## config.mk

```make
export PLATFORM = sky130hd
export DESIGN_NAME = adc_conversion_sequencer
export DESIGN_NICKNAME = d
export VERILOG_FILES = /design/src/adc_seq_pkg.sv /design/src/adc_conversion_sequencer.sv
export VERILOG_INCLUDE_DIRS = /design/src
export SDC_FILE = /design/constraint.sdc
export NUM_CORES = 1
export LEC_CHECK = 0
export BUFFER_PORTS_ARGS = -buffer_cell sky130_fd_sc_hd__buf_2
export CAP_MARGIN = 20
export CORE_MARGIN = 4
export CORE_UTILIZATION = 51
export CTS_BUF_LIST = sky130_fd_sc_hd__clkbuf_4
export DETAILED_ROUTE_END_ITERATION = 8
export GPL_TIMING_DRIVEN = 0
export PLACE_DENSITY = 0.72
export SLEW_MARGIN = 20
export SYNTH_ARGS = -nofsm -noshare
export SYNTH_HDL_FRONTEND = slang
export SYNTH_SLANG_ARGS = --single-unit
export TNS_END_PERCENT = 20
```

## constraint.sdc

```tcl
create_clock -name core_clk -period 7.1 [get_ports core_clk]
set_clock_uncertainty 0.1 [all_clocks]
set_input_delay 0.355 -clock core_clk [delete_from_list [all_inputs] [get_ports core_clk]]
set_output_delay 0.355 -clock core_clk [all_outputs]
set_load 0.02 [all_outputs]
```

## src/adc_seq_defines.svh

```systemverilog
// register offsets, field positions, reset values and timing counts of the conversion sequencer
`ifndef ADC_SEQ_DEFINES_SVH
`define ADC_SEQ_DEFINES_SVH

`define OFF_CTRL       8'h00
`define OFF_STATUS     8'h04
`define OFF_DS_RESULT  8'h08
`define OFF_SAR_RESULT 8'h0c
`define OFF_IRQ_STAT   8'h10
`define OFF_IRQ_MASK   8'h14
`define OFF_SAR_DIV    8'h18

`define CTRL_DS_START  0
`define CTRL_DS_MODE   1
`define CTRL_DS_EN     3
`define CTRL_DS_RES    4
`define CTRL_SAR_START 9
`define CTRL_SAR_SCS   10
`define CTRL_SAR_PWR   11

`define DS_RES_RST     5'h10
`define DS_TURBO_RES   5'h10
`define DS_PRIME_CNT   2'h3

`define SAR_BITS       12
`define SAR_STEPS      5'h12
`define SAR_RES_STEP   5'h0c

`define CLK_MHZ        125
`define SAR_WAIT_NS    10000
`define SAR_WAIT_CYC   ((`SAR_WAIT_NS * `CLK_MHZ + 999) / 1000)
`define SAR_FMAX_MHZ   18
`define SAR_FMIN_MHZ   1
`define SAR_DIV_MIN    ((`CLK_MHZ + `SAR_FMAX_MHZ - 1) / `SAR_FMAX_MHZ)
`define SAR_DIV_MAX    (`CLK_MHZ / `SAR_FMIN_MHZ)

`endif

```

## src/adc_seq_pkg.sv

```systemverilog
// types shared by the conversion sequencer
package adc_seq_pkg;
   typedef enum logic [1:0] {
      DS_SINGLE = 2'b00,
      DS_MULTI  = 2'b01,
      DS_CONT   = 2'b10,
      DS_TURBO  = 2'b11
   } ds_mode_t;
   typedef enum logic {DS_IDLE = 1'b0, DS_CONV = 1'b1} ds_state_t;
   typedef enum logic [1:0] {
      SAR_OFF   = 2'b00,
      SAR_WAKE  = 2'b01,
      SAR_READY = 2'b10,
      SAR_CONV  = 2'b11
   } sar_state_t;
   typedef struct packed {
      logic                    sar_power;
      logic                    single_conversion_select;
      logic [4:0]              ds_res;
      logic                    ds_enable;
      ds_mode_t                ds_mode;
   } ctrl_t;
endpackage : adc_seq_pkg

```

## src/adc_conversion_sequencer.sv

```systemverilog
// conversion sequencer for the delta-sigma and successive approximation converters
//
// Design decisions made here: the placing of the registers and the AXI4-Lite interface to the registers.
`timescale 1ns/10ps
`include "adc_seq_defines.svh"
module adc_conversion_sequencer
   import adc_seq_pkg::*;
(
   input  wire logic        core_clk,      // system clock, 125 MHz
   input  wire logic        resetn,        // asynchronous reset, active low
   input  wire logic [7:0]  s_axi_awaddr,  // write address
   input  wire logic        s_axi_awvalid, // write address valid
   output logic             s_axi_awready, // write address ready
   input  wire logic [31:0] s_axi_wdata,   // write data
   input  wire logic [3:0]  s_axi_wstrb,   // write byte enables
   input  wire logic        s_axi_wvalid,  // write data valid
   output logic             s_axi_wready,  // write data ready
   output logic [1:0]       s_axi_bresp,   // write response
   output logic             s_axi_bvalid,  // write response valid
   input  wire logic        s_axi_bready,  // write response ready
   input  wire logic [7:0]  s_axi_araddr,  // read address
   input  wire logic        s_axi_arvalid, // read address valid
   output logic             s_axi_arready, // read address ready
   output logic [31:0]      s_axi_rdata,   // read data
   output logic [1:0]       s_axi_rresp,   // read response
   output logic             s_axi_rvalid,  // read data valid
   input  wire logic        s_axi_rready,  // read data ready
   input  wire logic        ds_soc,        // delta-sigma start trigger
   input  wire logic        ds_conv_end,   // decimator: one conversion period finished
   input  wire logic [19:0] ds_data,       // decimator output word
   output logic             ds_mod_reset,  // reset pulse to modulator and decimator
   output logic             ds_eoc,        // delta-sigma end of conversion
   input  wire logic        sar_sof,       // successive approx frame trigger
   input  wire logic        sar_cmp,       // comparator: input above dac level
   output logic             sar_clk_tick,  // conversion clock strobe
   output logic [11:0]      sar_dac,       // trial code to the internal dac
   output logic             sar_eof,       // successive approx frame done
   output logic             irq            // level interrupt
);
   ctrl_t            ctrl, next_ctrl;
   logic [7:0]       sar_div, next_sar_div;
   logic [1:0]       irq_stat, next_irq_stat, irq_mask, next_irq_mask;
   logic             aw_full, next_aw_full, w_full, next_w_full;
   logic [7:0]       aw_addr, next_aw_addr;
   logic [31:0]      w_data, next_w_data, rd_word;
   logic             next_bvalid, next_rvalid;
   logic [1:0]       next_bresp, next_rresp;
   logic [31:0]      next_rdata;
   logic             wr_do, rd_take, rd_ds, rd_sar, ds_start_wr, sar_start_wr;
   ds_state_t        ds_state, next_ds_state;
   logic [1:0]       ds_cnt, next_ds_cnt;
   logic             ds_done, next_ds_done, next_ds_mod_reset, ds_done_set;
   logic [19:0]      ds_result, next_ds_result;
   sar_state_t       sar_state, next_sar_state;
   logic [10:0]      wake_cnt, next_wake_cnt;
   logic [7:0]       div_cnt, next_div_cnt, div_eff;
   logic [4:0]       sar_step, next_sar_step;
   logic [11:0]      next_sar_dac, sar_result, next_sar_result, trial;
   logic             sar_done, next_sar_done, sar_done_set, next_tick;

   // register bus handshakes: one write and one read in flight at a time
   assign s_axi_awready = !aw_full && !s_axi_bvalid;
   assign s_axi_wready  = !w_full && !s_axi_bvalid;
   assign s_axi_arready = !s_axi_rvalid;
   assign wr_do         = aw_full && w_full && !s_axi_bvalid;
   assign rd_take       = s_axi_arvalid && s_axi_arready;
   // reading a result clears its status
   assign rd_ds         = rd_take && (s_axi_araddr == `OFF_DS_RESULT);
   assign rd_sar        = rd_take && (s_axi_araddr == `OFF_SAR_RESULT);
   assign ds_start_wr   = wr_do && (aw_addr == `OFF_CTRL) && w_data[`CTRL_DS_START];
   // software start bit; lanes without a strobe were zeroed when taken
   assign sar_start_wr  = wr_do && (aw_addr == `OFF_CTRL) && w_data[`CTRL_SAR_START];
   assign irq   = |(irq_stat & irq_mask);

   // read data selection; reserved bits read as zero
   always_comb begin
      rd_word = 32'h0;
      unique case (s_axi_araddr)
         `OFF_CTRL:       rd_word = {20'h0, ctrl.sar_power, ctrl.single_conversion_select,
                                     1'b0, ctrl.ds_res, ctrl.ds_enable, ctrl.ds_mode, 1'b0};
         `OFF_STATUS:     rd_word = {29'h0, sar_state == SAR_READY, sar_done, ds_done};
         `OFF_DS_RESULT:  rd_word = {12'h0, ds_result};
         `OFF_SAR_RESULT: rd_word = {20'h0, sar_result};
         `OFF_IRQ_STAT:   rd_word = {30'h0, irq_stat};
         `OFF_IRQ_MASK:   rd_word = {30'h0, irq_mask};
         `OFF_SAR_DIV:    rd_word = {24'h0, sar_div};
         default:         rd_word = 32'h0;
      endcase
   end

   // bus and register next state; a hardware set wins over a read clear
   always_comb begin
      next_aw_full  = aw_full;
      next_aw_addr  = aw_addr;
      next_w_full   = w_full;
      next_w_data   = w_data;
      next_bvalid   = s_axi_bvalid && !s_axi_bready;
      next_bresp    = s_axi_bresp;
      next_rvalid   = s_axi_rvalid && !s_axi_rready;
      next_rresp    = s_axi_rresp;
      next_rdata    = s_axi_rdata;
      next_ctrl     = ctrl;
      next_sar_div  = sar_div;
      next_irq_mask = irq_mask;
      next_irq_stat = irq_stat;
      if (s_axi_awvalid && s_axi_awready) begin
         next_aw_full = 1'b1;
         next_aw_addr = {s_axi_awaddr[7:2], 2'b00};
      end
      if (s_axi_wvalid && s_axi_wready) begin
         next_w_full = 1'b1;
         next_w_data = s_axi_wdata & wmask_of(s_axi_wstrb);
      end
      if (wr_do) begin
         next_aw_full = 1'b0;
         next_w_full  = 1'b0;
         next_bvalid  = 1'b1;
         next_bresp   = 2'b00;
         unique case (aw_addr)
            `OFF_CTRL: begin
               next_ctrl.ds_mode   = ds_mode_t'(w_data[`CTRL_DS_MODE +: 2]);
               next_ctrl.ds_enable = w_data[`CTRL_DS_EN];
               next_ctrl.ds_res    = w_data[`CTRL_DS_RES +: 5];
               next_ctrl.single_conversion_select = w_data[`CTRL_SAR_SCS];
               next_ctrl.sar_power = w_data[`CTRL_SAR_PWR];
            end
            `OFF_IRQ_MASK: next_irq_mask = w_data[1:0];
            `OFF_SAR_DIV:  next_sar_div = w_data[7:0];
            `OFF_STATUS, `OFF_DS_RESULT, `OFF_SAR_RESULT, `OFF_IRQ_STAT: ;
            default:       next_bresp = 2'b11;
         endcase
      end
      if (rd_take) begin
         next_rvalid = 1'b1;
         next_rdata  = rd_word;
         next_rresp  = (s_axi_araddr > `OFF_SAR_DIV) ? 2'b11 : 2'b00;
         if (s_axi_araddr == `OFF_IRQ_STAT)
            next_irq_stat = 2'b00;
      end
      next_irq_stat = next_irq_stat | {sar_done_set, ds_done_set};
   end
   function automatic logic [31:0] wmask_of(input logic [3:0] strb);
      wmask_of = {{8{strb[3]}}, {8{strb[2]}}, {8{strb[1]}}, {8{strb[0]}}};
   endfunction : wmask_of
   // delta-sigma sequencing: prime count, resets and completion
   always_comb begin
      next_ds_state     = ds_state;
      next_ds_cnt       = ds_cnt;
      next_ds_mod_reset = 1'b0;
      next_ds_result    = ds_result;
      ds_done_set       = 1'b0;
      unique case (ds_state)
         DS_IDLE: begin
            // trigger or start bit begins a conversion
            if (ctrl.ds_enable && (ds_soc || ds_start_wr)) begin
               next_ds_state     = DS_CONV;
               next_ds_cnt       = `DS_PRIME_CNT;
               next_ds_mod_reset = 1'b1;
            end
         end
         DS_CONV: begin
            if (!ctrl.ds_enable) begin
               // a reset pulse also lands when the run ends
               next_ds_state     = DS_IDLE;
               next_ds_mod_reset = 1'b1;
            end else if (ds_conv_end && !ds_mod_reset && ds_cnt != 2'h0) begin
               next_ds_cnt = ds_cnt - 2'h1; // a pulse under the reset ends the old period
            end else if (ds_conv_end && !ds_mod_reset) begin
               ds_done_set    = 1'b1;
               next_ds_result = ds_data;
               unique case (ctrl.ds_mode)
                  DS_SINGLE: next_ds_state = DS_IDLE;
                  // continuous runs on without the trigger
                  DS_CONT:   next_ds_cnt = 2'h0;
                  // low turbo resolutions re-prime like multi-sample
                  DS_MULTI, DS_TURBO: begin
                     if (ctrl.ds_mode == DS_TURBO && ctrl.ds_res > `DS_TURBO_RES) begin
                        next_ds_cnt = 2'h0;
                     end else begin
                        next_ds_cnt       = `DS_PRIME_CNT;
                        next_ds_mod_reset = 1'b1;
                     end
                  end
               endcase
            end
         end
      endcase
      // completion held until the result is read
      next_ds_done = ds_done_set || (ds_done && !rd_ds);
   end
   // conversion clock kept between 1 and 18 MHz
   assign div_eff = (sar_div < 8'(`SAR_DIV_MIN)) ? 8'(`SAR_DIV_MIN) :
                    (sar_div > 8'(`SAR_DIV_MAX)) ? 8'(`SAR_DIV_MAX) : sar_div;
   // decision on the bit now under trial
   assign trial = sar_cmp ? sar_dac
                          : (sar_dac & ~(12'h800 >> 4'(sar_step - 5'h1)));

   // successive approx power, wake wait and binary search
   always_comb begin
      next_sar_state  = sar_state;
      next_wake_cnt   = wake_cnt;
      next_div_cnt    = div_cnt;
      next_sar_step   = sar_step;
      next_sar_dac    = sar_dac;
      next_sar_result = sar_result;
      next_tick       = 1'b0;
      sar_done_set    = 1'b0;
      unique case (sar_state)
         SAR_OFF: begin
            next_wake_cnt = 11'h0;
            if (ctrl.sar_power)
               next_sar_state = SAR_WAKE;
         end
         // no start until the wake wait has run out
         SAR_WAKE: begin
            next_wake_cnt = wake_cnt + 11'h1;
            if (wake_cnt == 11'(`SAR_WAIT_CYC - 1))
               next_sar_state = SAR_READY;
         end
         SAR_READY: begin
            // one conversion per trigger or a continuous run
            if (sar_sof || sar_start_wr) begin
               next_sar_state = SAR_CONV;
               next_div_cnt   = 8'h0;
               next_sar_step  = 5'h0;
            end
         end
         SAR_CONV: begin
            next_div_cnt = div_cnt + 8'h1;
            if (div_cnt == div_eff - 8'h1) begin
               next_div_cnt = 8'h0;
               next_tick    = 1'b1;
               next_sar_step = sar_step + 5'h1;
               if (sar_step == 5'h0) begin
                  next_sar_dac = 12'h800;
               end else if (sar_step <= `SAR_RES_STEP) begin
                  next_sar_dac = trial | (12'h800 >> 4'(sar_step));
                  if (sar_step == `SAR_RES_STEP) begin
                     next_sar_dac    = trial;
                     next_sar_result = trial;
                  end
               end
               // eighteen conversion clocks make one sample
               if (sar_step == `SAR_STEPS - 5'h1) begin
                  sar_done_set  = 1'b1;
                  next_sar_step = 5'h0;
                  // continuous results stream out, frame-done sets the sar status and event
                  if (ctrl.single_conversion_select)
                     next_sar_state = SAR_READY;
               end
            end
         end
      endcase
      if (!ctrl.sar_power)
         next_sar_state = SAR_OFF;
      // frame-done held until the result is read
      next_sar_done = sar_done_set || (sar_done && !rd_sar);
   end
   // all state registers
   always_ff @(posedge core_clk or negedge resetn) begin
      if (!resetn) begin
         aw_full <= 1'b0;  aw_addr <= 8'h0;  w_full <= 1'b0;  w_data <= 32'h0;
         s_axi_bvalid <= 1'b0;  s_axi_bresp <= 2'b00;
         s_axi_rvalid <= 1'b0;  s_axi_rresp <= 2'b00;  s_axi_rdata <= 32'h0;
         ctrl <= '{sar_power: 1'b0, single_conversion_select: 1'b0,
                   ds_res: `DS_RES_RST, ds_enable: 1'b0, ds_mode: DS_SINGLE};
         sar_div <= 8'(`SAR_DIV_MIN);  irq_stat <= 2'b00;  irq_mask <= 2'b00;
         ds_state <= DS_IDLE;  ds_cnt <= 2'h0;  ds_done <= 1'b0;
         ds_mod_reset <= 1'b0;  ds_result <= 20'h0;
         sar_state <= SAR_OFF;  wake_cnt <= 11'h0;  div_cnt <= 8'h0;
         sar_step <= 5'h0;  sar_dac <= 12'h0;  sar_result <= 12'h0;
         sar_done <= 1'b0;  sar_clk_tick <= 1'b0;
      end else begin
         aw_full <= next_aw_full;  aw_addr <= next_aw_addr;
         w_full <= next_w_full;  w_data <= next_w_data;
         s_axi_bvalid <= next_bvalid;  s_axi_bresp <= next_bresp;
         s_axi_rvalid <= next_rvalid;  s_axi_rresp <= next_rresp;
         s_axi_rdata <= next_rdata;
         ctrl <= next_ctrl;  sar_div <= next_sar_div;
         irq_stat <= next_irq_stat;  irq_mask <= next_irq_mask;
         ds_state <= next_ds_state;  ds_cnt <= next_ds_cnt;  ds_done <= next_ds_done;
         ds_mod_reset <= next_ds_mod_reset;  ds_result <= next_ds_result;
         sar_state <= next_sar_state;  wake_cnt <= next_wake_cnt;
         div_cnt <= next_div_cnt;  sar_step <= next_sar_step;  sar_dac <= next_sar_dac;
         sar_result <= next_sar_result;  sar_done <= next_sar_done;
         sar_clk_tick <= next_tick;
      end
   end
   assign ds_eoc  = ds_done;
   assign sar_eof = sar_done;
   a_ds_trig_start: assert property (@(posedge core_clk) disable iff (!resetn)
      ds_state == DS_IDLE && ctrl.ds_enable && ds_soc |=> ds_state == DS_CONV && ds_mod_reset)
      else $error("trigger did not start a conversion");
   a_ds_single_four: assert property (@(posedge core_clk) disable iff (!resetn)
      ds_state == DS_CONV && ctrl.ds_enable && ctrl.ds_mode == DS_SINGLE && ds_conv_end
      && ds_cnt == 2'h0 |=> ds_state == DS_IDLE && ds_eoc)
      else $error("single sample did not finish after its fourth conversion");
   a_ds_turbo_hold: assert property (@(posedge core_clk) disable iff (!resetn)
      ds_state == DS_CONV && ctrl.ds_enable && ctrl.ds_mode == DS_TURBO
      && ctrl.ds_res > `DS_TURBO_RES && ds_conv_end |=> !ds_mod_reset)
      else $error("high resolution turbo reset between samples");
   a_ds_multi_reprime: assert property (@(posedge core_clk) disable iff (!resetn)
      ds_state == DS_CONV && ctrl.ds_enable && ctrl.ds_mode == DS_MULTI && ds_conv_end
      && ds_cnt == 2'h0 |=> ds_mod_reset && ds_cnt == 2'h3 && ds_state == DS_CONV)
      else $error("multi sample did not re-prime");
   a_ds_eoc_held: assert property (@(posedge core_clk) disable iff (!resetn)
      ds_eoc && !rd_ds |=> ds_eoc)
      else $error("completion dropped before result read");
   a_sar_wake_wait: assert property (@(posedge core_clk) disable iff (!resetn)
      sar_state == SAR_WAKE && wake_cnt != 11'(`SAR_WAIT_CYC - 1) |=> sar_state != SAR_READY)
      else $error("ready before the wake wait ran out");
   a_sar_msb_first: assert property (@(posedge core_clk) disable iff (!resetn)
      sar_state == SAR_CONV && sar_step == 5'h0 && next_tick |=> sar_dac == 12'h800)
      else $error("search did not begin at the top bit");
   a_sar_eof_held: assert property (@(posedge core_clk) disable iff (!resetn)
      sar_eof && !rd_sar |=> sar_eof)
      else $error("frame done dropped before result read");
   a_sar_single_stop: assert property (@(posedge core_clk) disable iff (!resetn)
      sar_done_set && ctrl.sar_power && ctrl.single_conversion_select
      |=> sar_state == SAR_READY ##1 sar_eof || $past(rd_sar))
      else $error("single conversion did not stop");
endmodule : adc_conversion_sequencer

```

== Word level (Yosys, flattened, before mapping) ==
Index checks and enable logic that the tools add are counted.

* Register bits: 157
* Latch bits: 0
* RAM bits: 0
* Memory bits (read-only): 0
* Output and inout port bits: 58
* Word-level logic and storage cells: 202
* Memories: 0

* Add/subtract/negate cells: 6
* Multipliers: 0
* Divide/modulo/power cells: 0
* Order comparisons: 5
* Eq/ne operators: 33
* Shifts and indexed selects: 2
* Muxes and demuxes: 60
* Bitwise gates (word level): 9
* Reduce and logical (&&, ||, !) cells: 57

{| class="wikitable"
|+ Operator list
! operator !! count
|-
| 20-bit one-hot mux with 7 select lines || 1
|-
| 12-bit two-way mux || 4
|-
| 8-bit two-way mux || 4
|-
| 2-bit two-way mux || 15
|-
| 1-bit two-way mux || 25
|-
| 12-bit bitwise AND || 2
|-
| 8-bit by 5-bit == test with 1-bit output, second input constant || 3
|-
| 12-bit by 4-bit >> shifter with 12-bit output, first input constant || 2
|-
| 11-bit one-hot mux with 2 select lines || 1
|-
| 1-bit logical AND || 20
|-
| 6-bit by 3-bit == test with 1-bit output, second input constant || 3
|-
| 8-bit by 4-bit == test with 1-bit output, second input constant || 2
|-
| 8-bit zero test || 2
|-
| 8-bit one-hot mux with 2 select lines || 1
|-
| 5-bit two-way mux || 3
|-
| 6-bit by 2-bit == test with 1-bit output, second input constant || 2
|-
| 3-bit inequality test, second input constant || 4
|-
| 12-bit inverter || 1
|-
| 12-bit OR || 1
|-
| 2-bit nonzero test || 6
|-
| 11-bit by 1-bit adder with 11-bit output, second input constant || 1
|-
| 11-bit == test, second input constant || 1
|-
| 5-bit one-hot mux with 2 select lines || 1
|-
| 5-bit AND reduction || 2
|-
| other kinds (37) || 65
|}

== Longest topological paths before layout ==
* Word-level depth: 9
* Gate-level depth with buffers: 14
* Depth with buffers taken out: 11

== Least setup slack after synthesis ==
No wires, ideal clock.

* Path kind: register -> register
* Start point: register sar_div[3]
* End point: register sar_result[8]
* Library setup time: 131 ps
* Arrival time: 3118 ps
* Data required time: 6869 ps
* Setup slack: 3752 ps
* Cell stages (with the launch flop): 14
* Period minus slack after synthesis: 3348 ps
* Cells stage by stage: dfrtp_1 > buf_4 > or3_1 > a31oi_1 > a22oi_1 > ha_1 > nor4bb_1 > or4_1 > a21oi_2 > nand4_2 > or4_1 > buf_2 > buf_6 > mux2i_1

* Longest elaborated chain between the ends: 6
* Elaborated cells on any way between the ends: 7

{| class="wikitable"
|+ Ends and longest elaborated chain
! item !! line !! RTL
|-
| start, declared || adc_conversion_sequencer.sv:41 || <nowiki>logic [7:0] sar_div, next_sar_div;</nowiki>
|-
| start signal, assigned || adc_conversion_sequencer.sv:279 || <nowiki>ctrl <= next_ctrl; sar_div <= next_sar_div;</nowiki>
|-
| 8-bit by 7-bit greater-than comparator with 1-bit output || adc_conversion_sequencer.sv:193 || <nowiki>(sar_div > 8'(`SAR_DIV_MAX)) ? 8'(`SAR_DIV_MAX) : sar_div;</nowiki>
|-
| 8-bit two-way mux || adc_conversion_sequencer.sv:193 ||
|-
| 8-bit two-way mux (*) || adc_conversion_sequencer.sv:192 || <nowiki>assign div_eff = (sar_div < 8'(`SAR_DIV_MIN)) ? 8'(`SAR_DIV_MIN) :</nowiki>
|-
| 8-bit by 1-bit subtractor with 8-bit output (*) || adc_conversion_sequencer.sv:230 || <nowiki>if (div_cnt == div_eff - 8'h1) begin</nowiki>
|-
| 8-bit == test (*) || adc_conversion_sequencer.sv:230 ||
|-
| 5-bit AND reduction (no source line) (*) || -- ||
|-
| end signal, assigned || adc_conversion_sequencer.sv:285 || <nowiki>sar_result <= next_sar_result; sar_done <= next_sar_done;</nowiki>
|-
| end, declared || adc_conversion_sequencer.sv:58 || <nowiki>logic [11:0] next_sar_dac, sar_result, next_sar_result, trial;</nowiki>
|}

Mark *: on every way between the ends. The rest lies on a longest branch, timed or not.
A chain may end at the register's enable or synchronous reset.

== Worst setup path in the final report ==
Same ends and word-level chain as after synthesis.

==> qor.txt <==
TritonCTS clock tree -> built
Mapped Cells -> 736
YS warnings -> 0
Chip width -> 127.3 um
Area of the multi-input gates -> 3364 um2
Rows -> 43
Reg2Reg Capture Point -> sar_result[8]
Buf/Inv on CP -> 3
Register share of total power -> 0.501
Setup TNS -> 0 ps
Core Area -> 13880 um2
Hold Startpoint -> s_axi_wstrb[0]
Routed Antenna Nets -> 0
Setup CP Type -> flip-flop to flip-flop
Worst setup SP type -> flip-flop
DR vias -> 6349
WL/cell -> 17.29 um
Max incr delay on CP -> 500 ps
Die area -> 16190 um2
Setup WS pre-CTS -> 3411 ps
WL final -> 19190 um
Num ports -> 141
Final setup vio count -> 0
Longest Clk Path Bufs -> 2
Vias in the first global route -> 6253
Fin. Hold Viols -> 0
Port Buffers -> 103
Sw Pwr -> 732.9 uW
Layout cells sized above 1 -> 0.2368
Synth Area per Inst -> 9.855 um2
Ys flop type -> dfrtp_1
GRT overflow -> 0
Post-synth ARST share -> 1.000
Reg2Reg Setup Slack -> 3370 ps
Synth top cells by count -> dfrtp_1, nand2_1, o21ai_0, mux2_2, nor2_1
Critical path's slowest cell -> or4_1
HP Class -> input pin to flip-flop
Total Routing Usage GR -> 0.2407
Crit-path cells -> buf_4, or3_1, a31oi_1, a22oi_1, ha_1, nor4bb_1, or4_1, a21oi_2, nand4_2, or4_1, buf_2, buf_6, mux2i_1
Pwr/cell area -> 243.9 nW/um2
Sink Count -> 143
Minimum clock period -> 3733 ps
Comb power frac -> 0.258
Post-Syn Area -> 7253 um2
Initial antenna violation count -> 1
Max FO, Critical Path -> 10
DRT iter0 DRCs -> 498
Synth top area cells -> dfrtp_1, mux2_2, nand2_1
Count leader, synth -> dfrtp_1
Status -> finished clean
Int Pwr -> 1.419 mW
Post-synth top area cell -> dfrtp_1
H-tree levels -> 4
Root buf cell -> clkbuf_4
Crit-path leading delay family -> simple AND/OR/NAND/NOR gates
Sequential fraction of the synthesis area -> 0.4940
HPWL Detailed -> 14040 um
First-pass GRT wire length -> 31150 um
# Max-Cap Violations -> 0
Crit share post-route -> 0.5257
RSZ-0062 raised after global routing -> false
Number of flops mapped to enable cells by yosys -> 0
Max Slew Vio Count -> 0
Final Wtd Congestion -> 0.9186
DRT Pass-1 Iters -> 5
Fill count -> 1169
Nature of the critical path endpoint -> flip-flop
CTS resizes -> 0
WP data required -> 7420 ps
Die Y -> 127.3 um
Worst slew margin -> 0.3704
Clock slew at reported path FFs -> 120 ps
Synthesis-stage register bit count -> 143
Power, Total -> 2.152 mW
Hold worst-path end -> w_data[2]
Layout Nets -> 1013
Reg2Reg Launch Point -> sar_div[3]
Worst r2r path cells -> 13
DR vias/cell -> 5.720
Worst hold path stage count -> 3
Clock power share -> 0.241
Critical Path AT -> 4050 ps
Synth cell types -> 67
Crit path top cell by count -> or4_1
Worst-Margin Slew -> 936.7 ps
Drc violations -> 0
Post-route setup slack -> 3367 ps
Leakage -> 4.151 nW
Area growth syn-to-layout -> 21.63%
Switch share -> 0.3406
Register Area -> 3583 um2
Initial core utilization -> 0.5225
Top cell type's share of synthesized area -> 0.4796
CTS Buf Count -> 17
F_max -> 267.9 MHz
Worst vdd ir -> 0.0001708 V
Clk_lat worst skew -> 540 ps
Hold Slack -> 63.71 ps
Largest net degree at the start of global routing -> 80
[kinds of logic after synthesis]
kind of cell,after synthesis,share of synthesized area
flip-flops,143,0.4940
buffers and inverters,74,0.04847
XOR/XNOR,13,0.01570
multiplexers,68,0.1026
adder cells (fa/ha/maj),14,0.02415
other,1,0.0005170
AND/OR/NAND/NOR,264,0.1782
AO/OA/AOI/OAI,159,0.1363
[sequential cells by signal, summed over array words and instances (netlist names), 5 cells and up]
| signal | flops |
|---|---|
| aw_addr | 6 |
| ctrl | 10 |
| div_cnt | 8 |
| ds_result | 20 |
| s_axi_rdata | 20 |
| sar_dac | 12 |
| sar_div | 8 |
| sar_result | 12 |
| sar_step | 5 |
| w_data | 12 |
| wake_cnt | 11 |
[worst reg2reg max path, delay by kind of cell (launching register included)]
kind                     cells  cell delay, ps
AND/OR/NAND/NOR              5            1700
buffers and inverters        3             510
AO/OA/AOI/OAI                3             500
flip-flops                   1             430
adder cells (fa/ha/maj)      1             270
multiplexers                 1             120
[power groups by stage]
| stage | registers (mW) | logic, mW | clock network [mW] |
|---|---|---|---|
| 2_1_floorplan | 1.05 | 0.387 | 0 |
| 3_3_place_gp | 1.08 | 0.503 | 0 |
| 3_5_place_dp | 1.09 | 0.533 | 0 |
| 4_1_cts | 1.07 | 0.555 | 0.531 |
| 5_1_grt | 1.09 | 0.616 | 0.569 |
| 6_report | 1.08 | 0.556 | 0.519 |
[layer usage]
metal	part of all wire	routed length, um	global-route usage
met2	0.47	9008	0.3842
met1	0.43	8345	0.3224
met5	0	0	0
met4	0.033	626	0.1035
met3	0.063	1214	0.04724
[worst max-delay path by stage]
stage                          start  cells after the start             to  slack (ps)
final                     sar_div[3]                     13  sar_result[8]        3370
after global placement    sar_div[3]                     13  sar_result[8]        3470
after CTS                 sar_div[3]                     13  sar_result[8]        3380
after global routing      sar_div[3]                     13  sar_result[8]        3170
after detailed placement  sar_div[3]                     13  sar_result[8]        3410
after floorplan           sar_div[3]                     13  sar_result[8]        3750
[metrics by stage]
stage               std cells  utilization  instance area, um2
finish                   1110       0.6356                8822
global route             1110       0.6356                8822
CTS                      1109       0.6354                8820
detailed placement       1031       0.5819                8078
global placement         1030       0.5789                8035
floorplan                 747            -                7295
[layout make-up]
class                           count  area share
Clock buffer                       19     0.01617
Inverter                           28     0.01191
Sequential cell                   143      0.4062
Buffer                             46     0.02794
Multi-Input combinational cell    530      0.3814
Clock inverter                     13     0.01574
Tap cell                          180     0.02553
Timing Repair Buffer              150      0.1149
Antenna cell                        1   0.0002836
[placed cells by master (no fill, tap or decap), types with 11 or more instances in the layout]
cell type / count
dlygate4sd3_1: 46
inv_1: 27
a21oi_1: 24
nor2_1: 41
nand2_1: 105
mux2i_1: 17
buf_2: 104
buf_4: 15
o21ai_0: 71
dfrtp_1: 139
clkbuf_1: 24
ha_1: 14
nor3_1: 11
nand3_1: 38
mux2_2: 51
conb_1: 12
clkbuf_4: 19
[repair_timing]
action                    CTS  global route
setup buffers               0             0
hold buffers               46             0
hold endpoints to repair  105             0
Note: power is estimated with default switching activity, not from simulation.
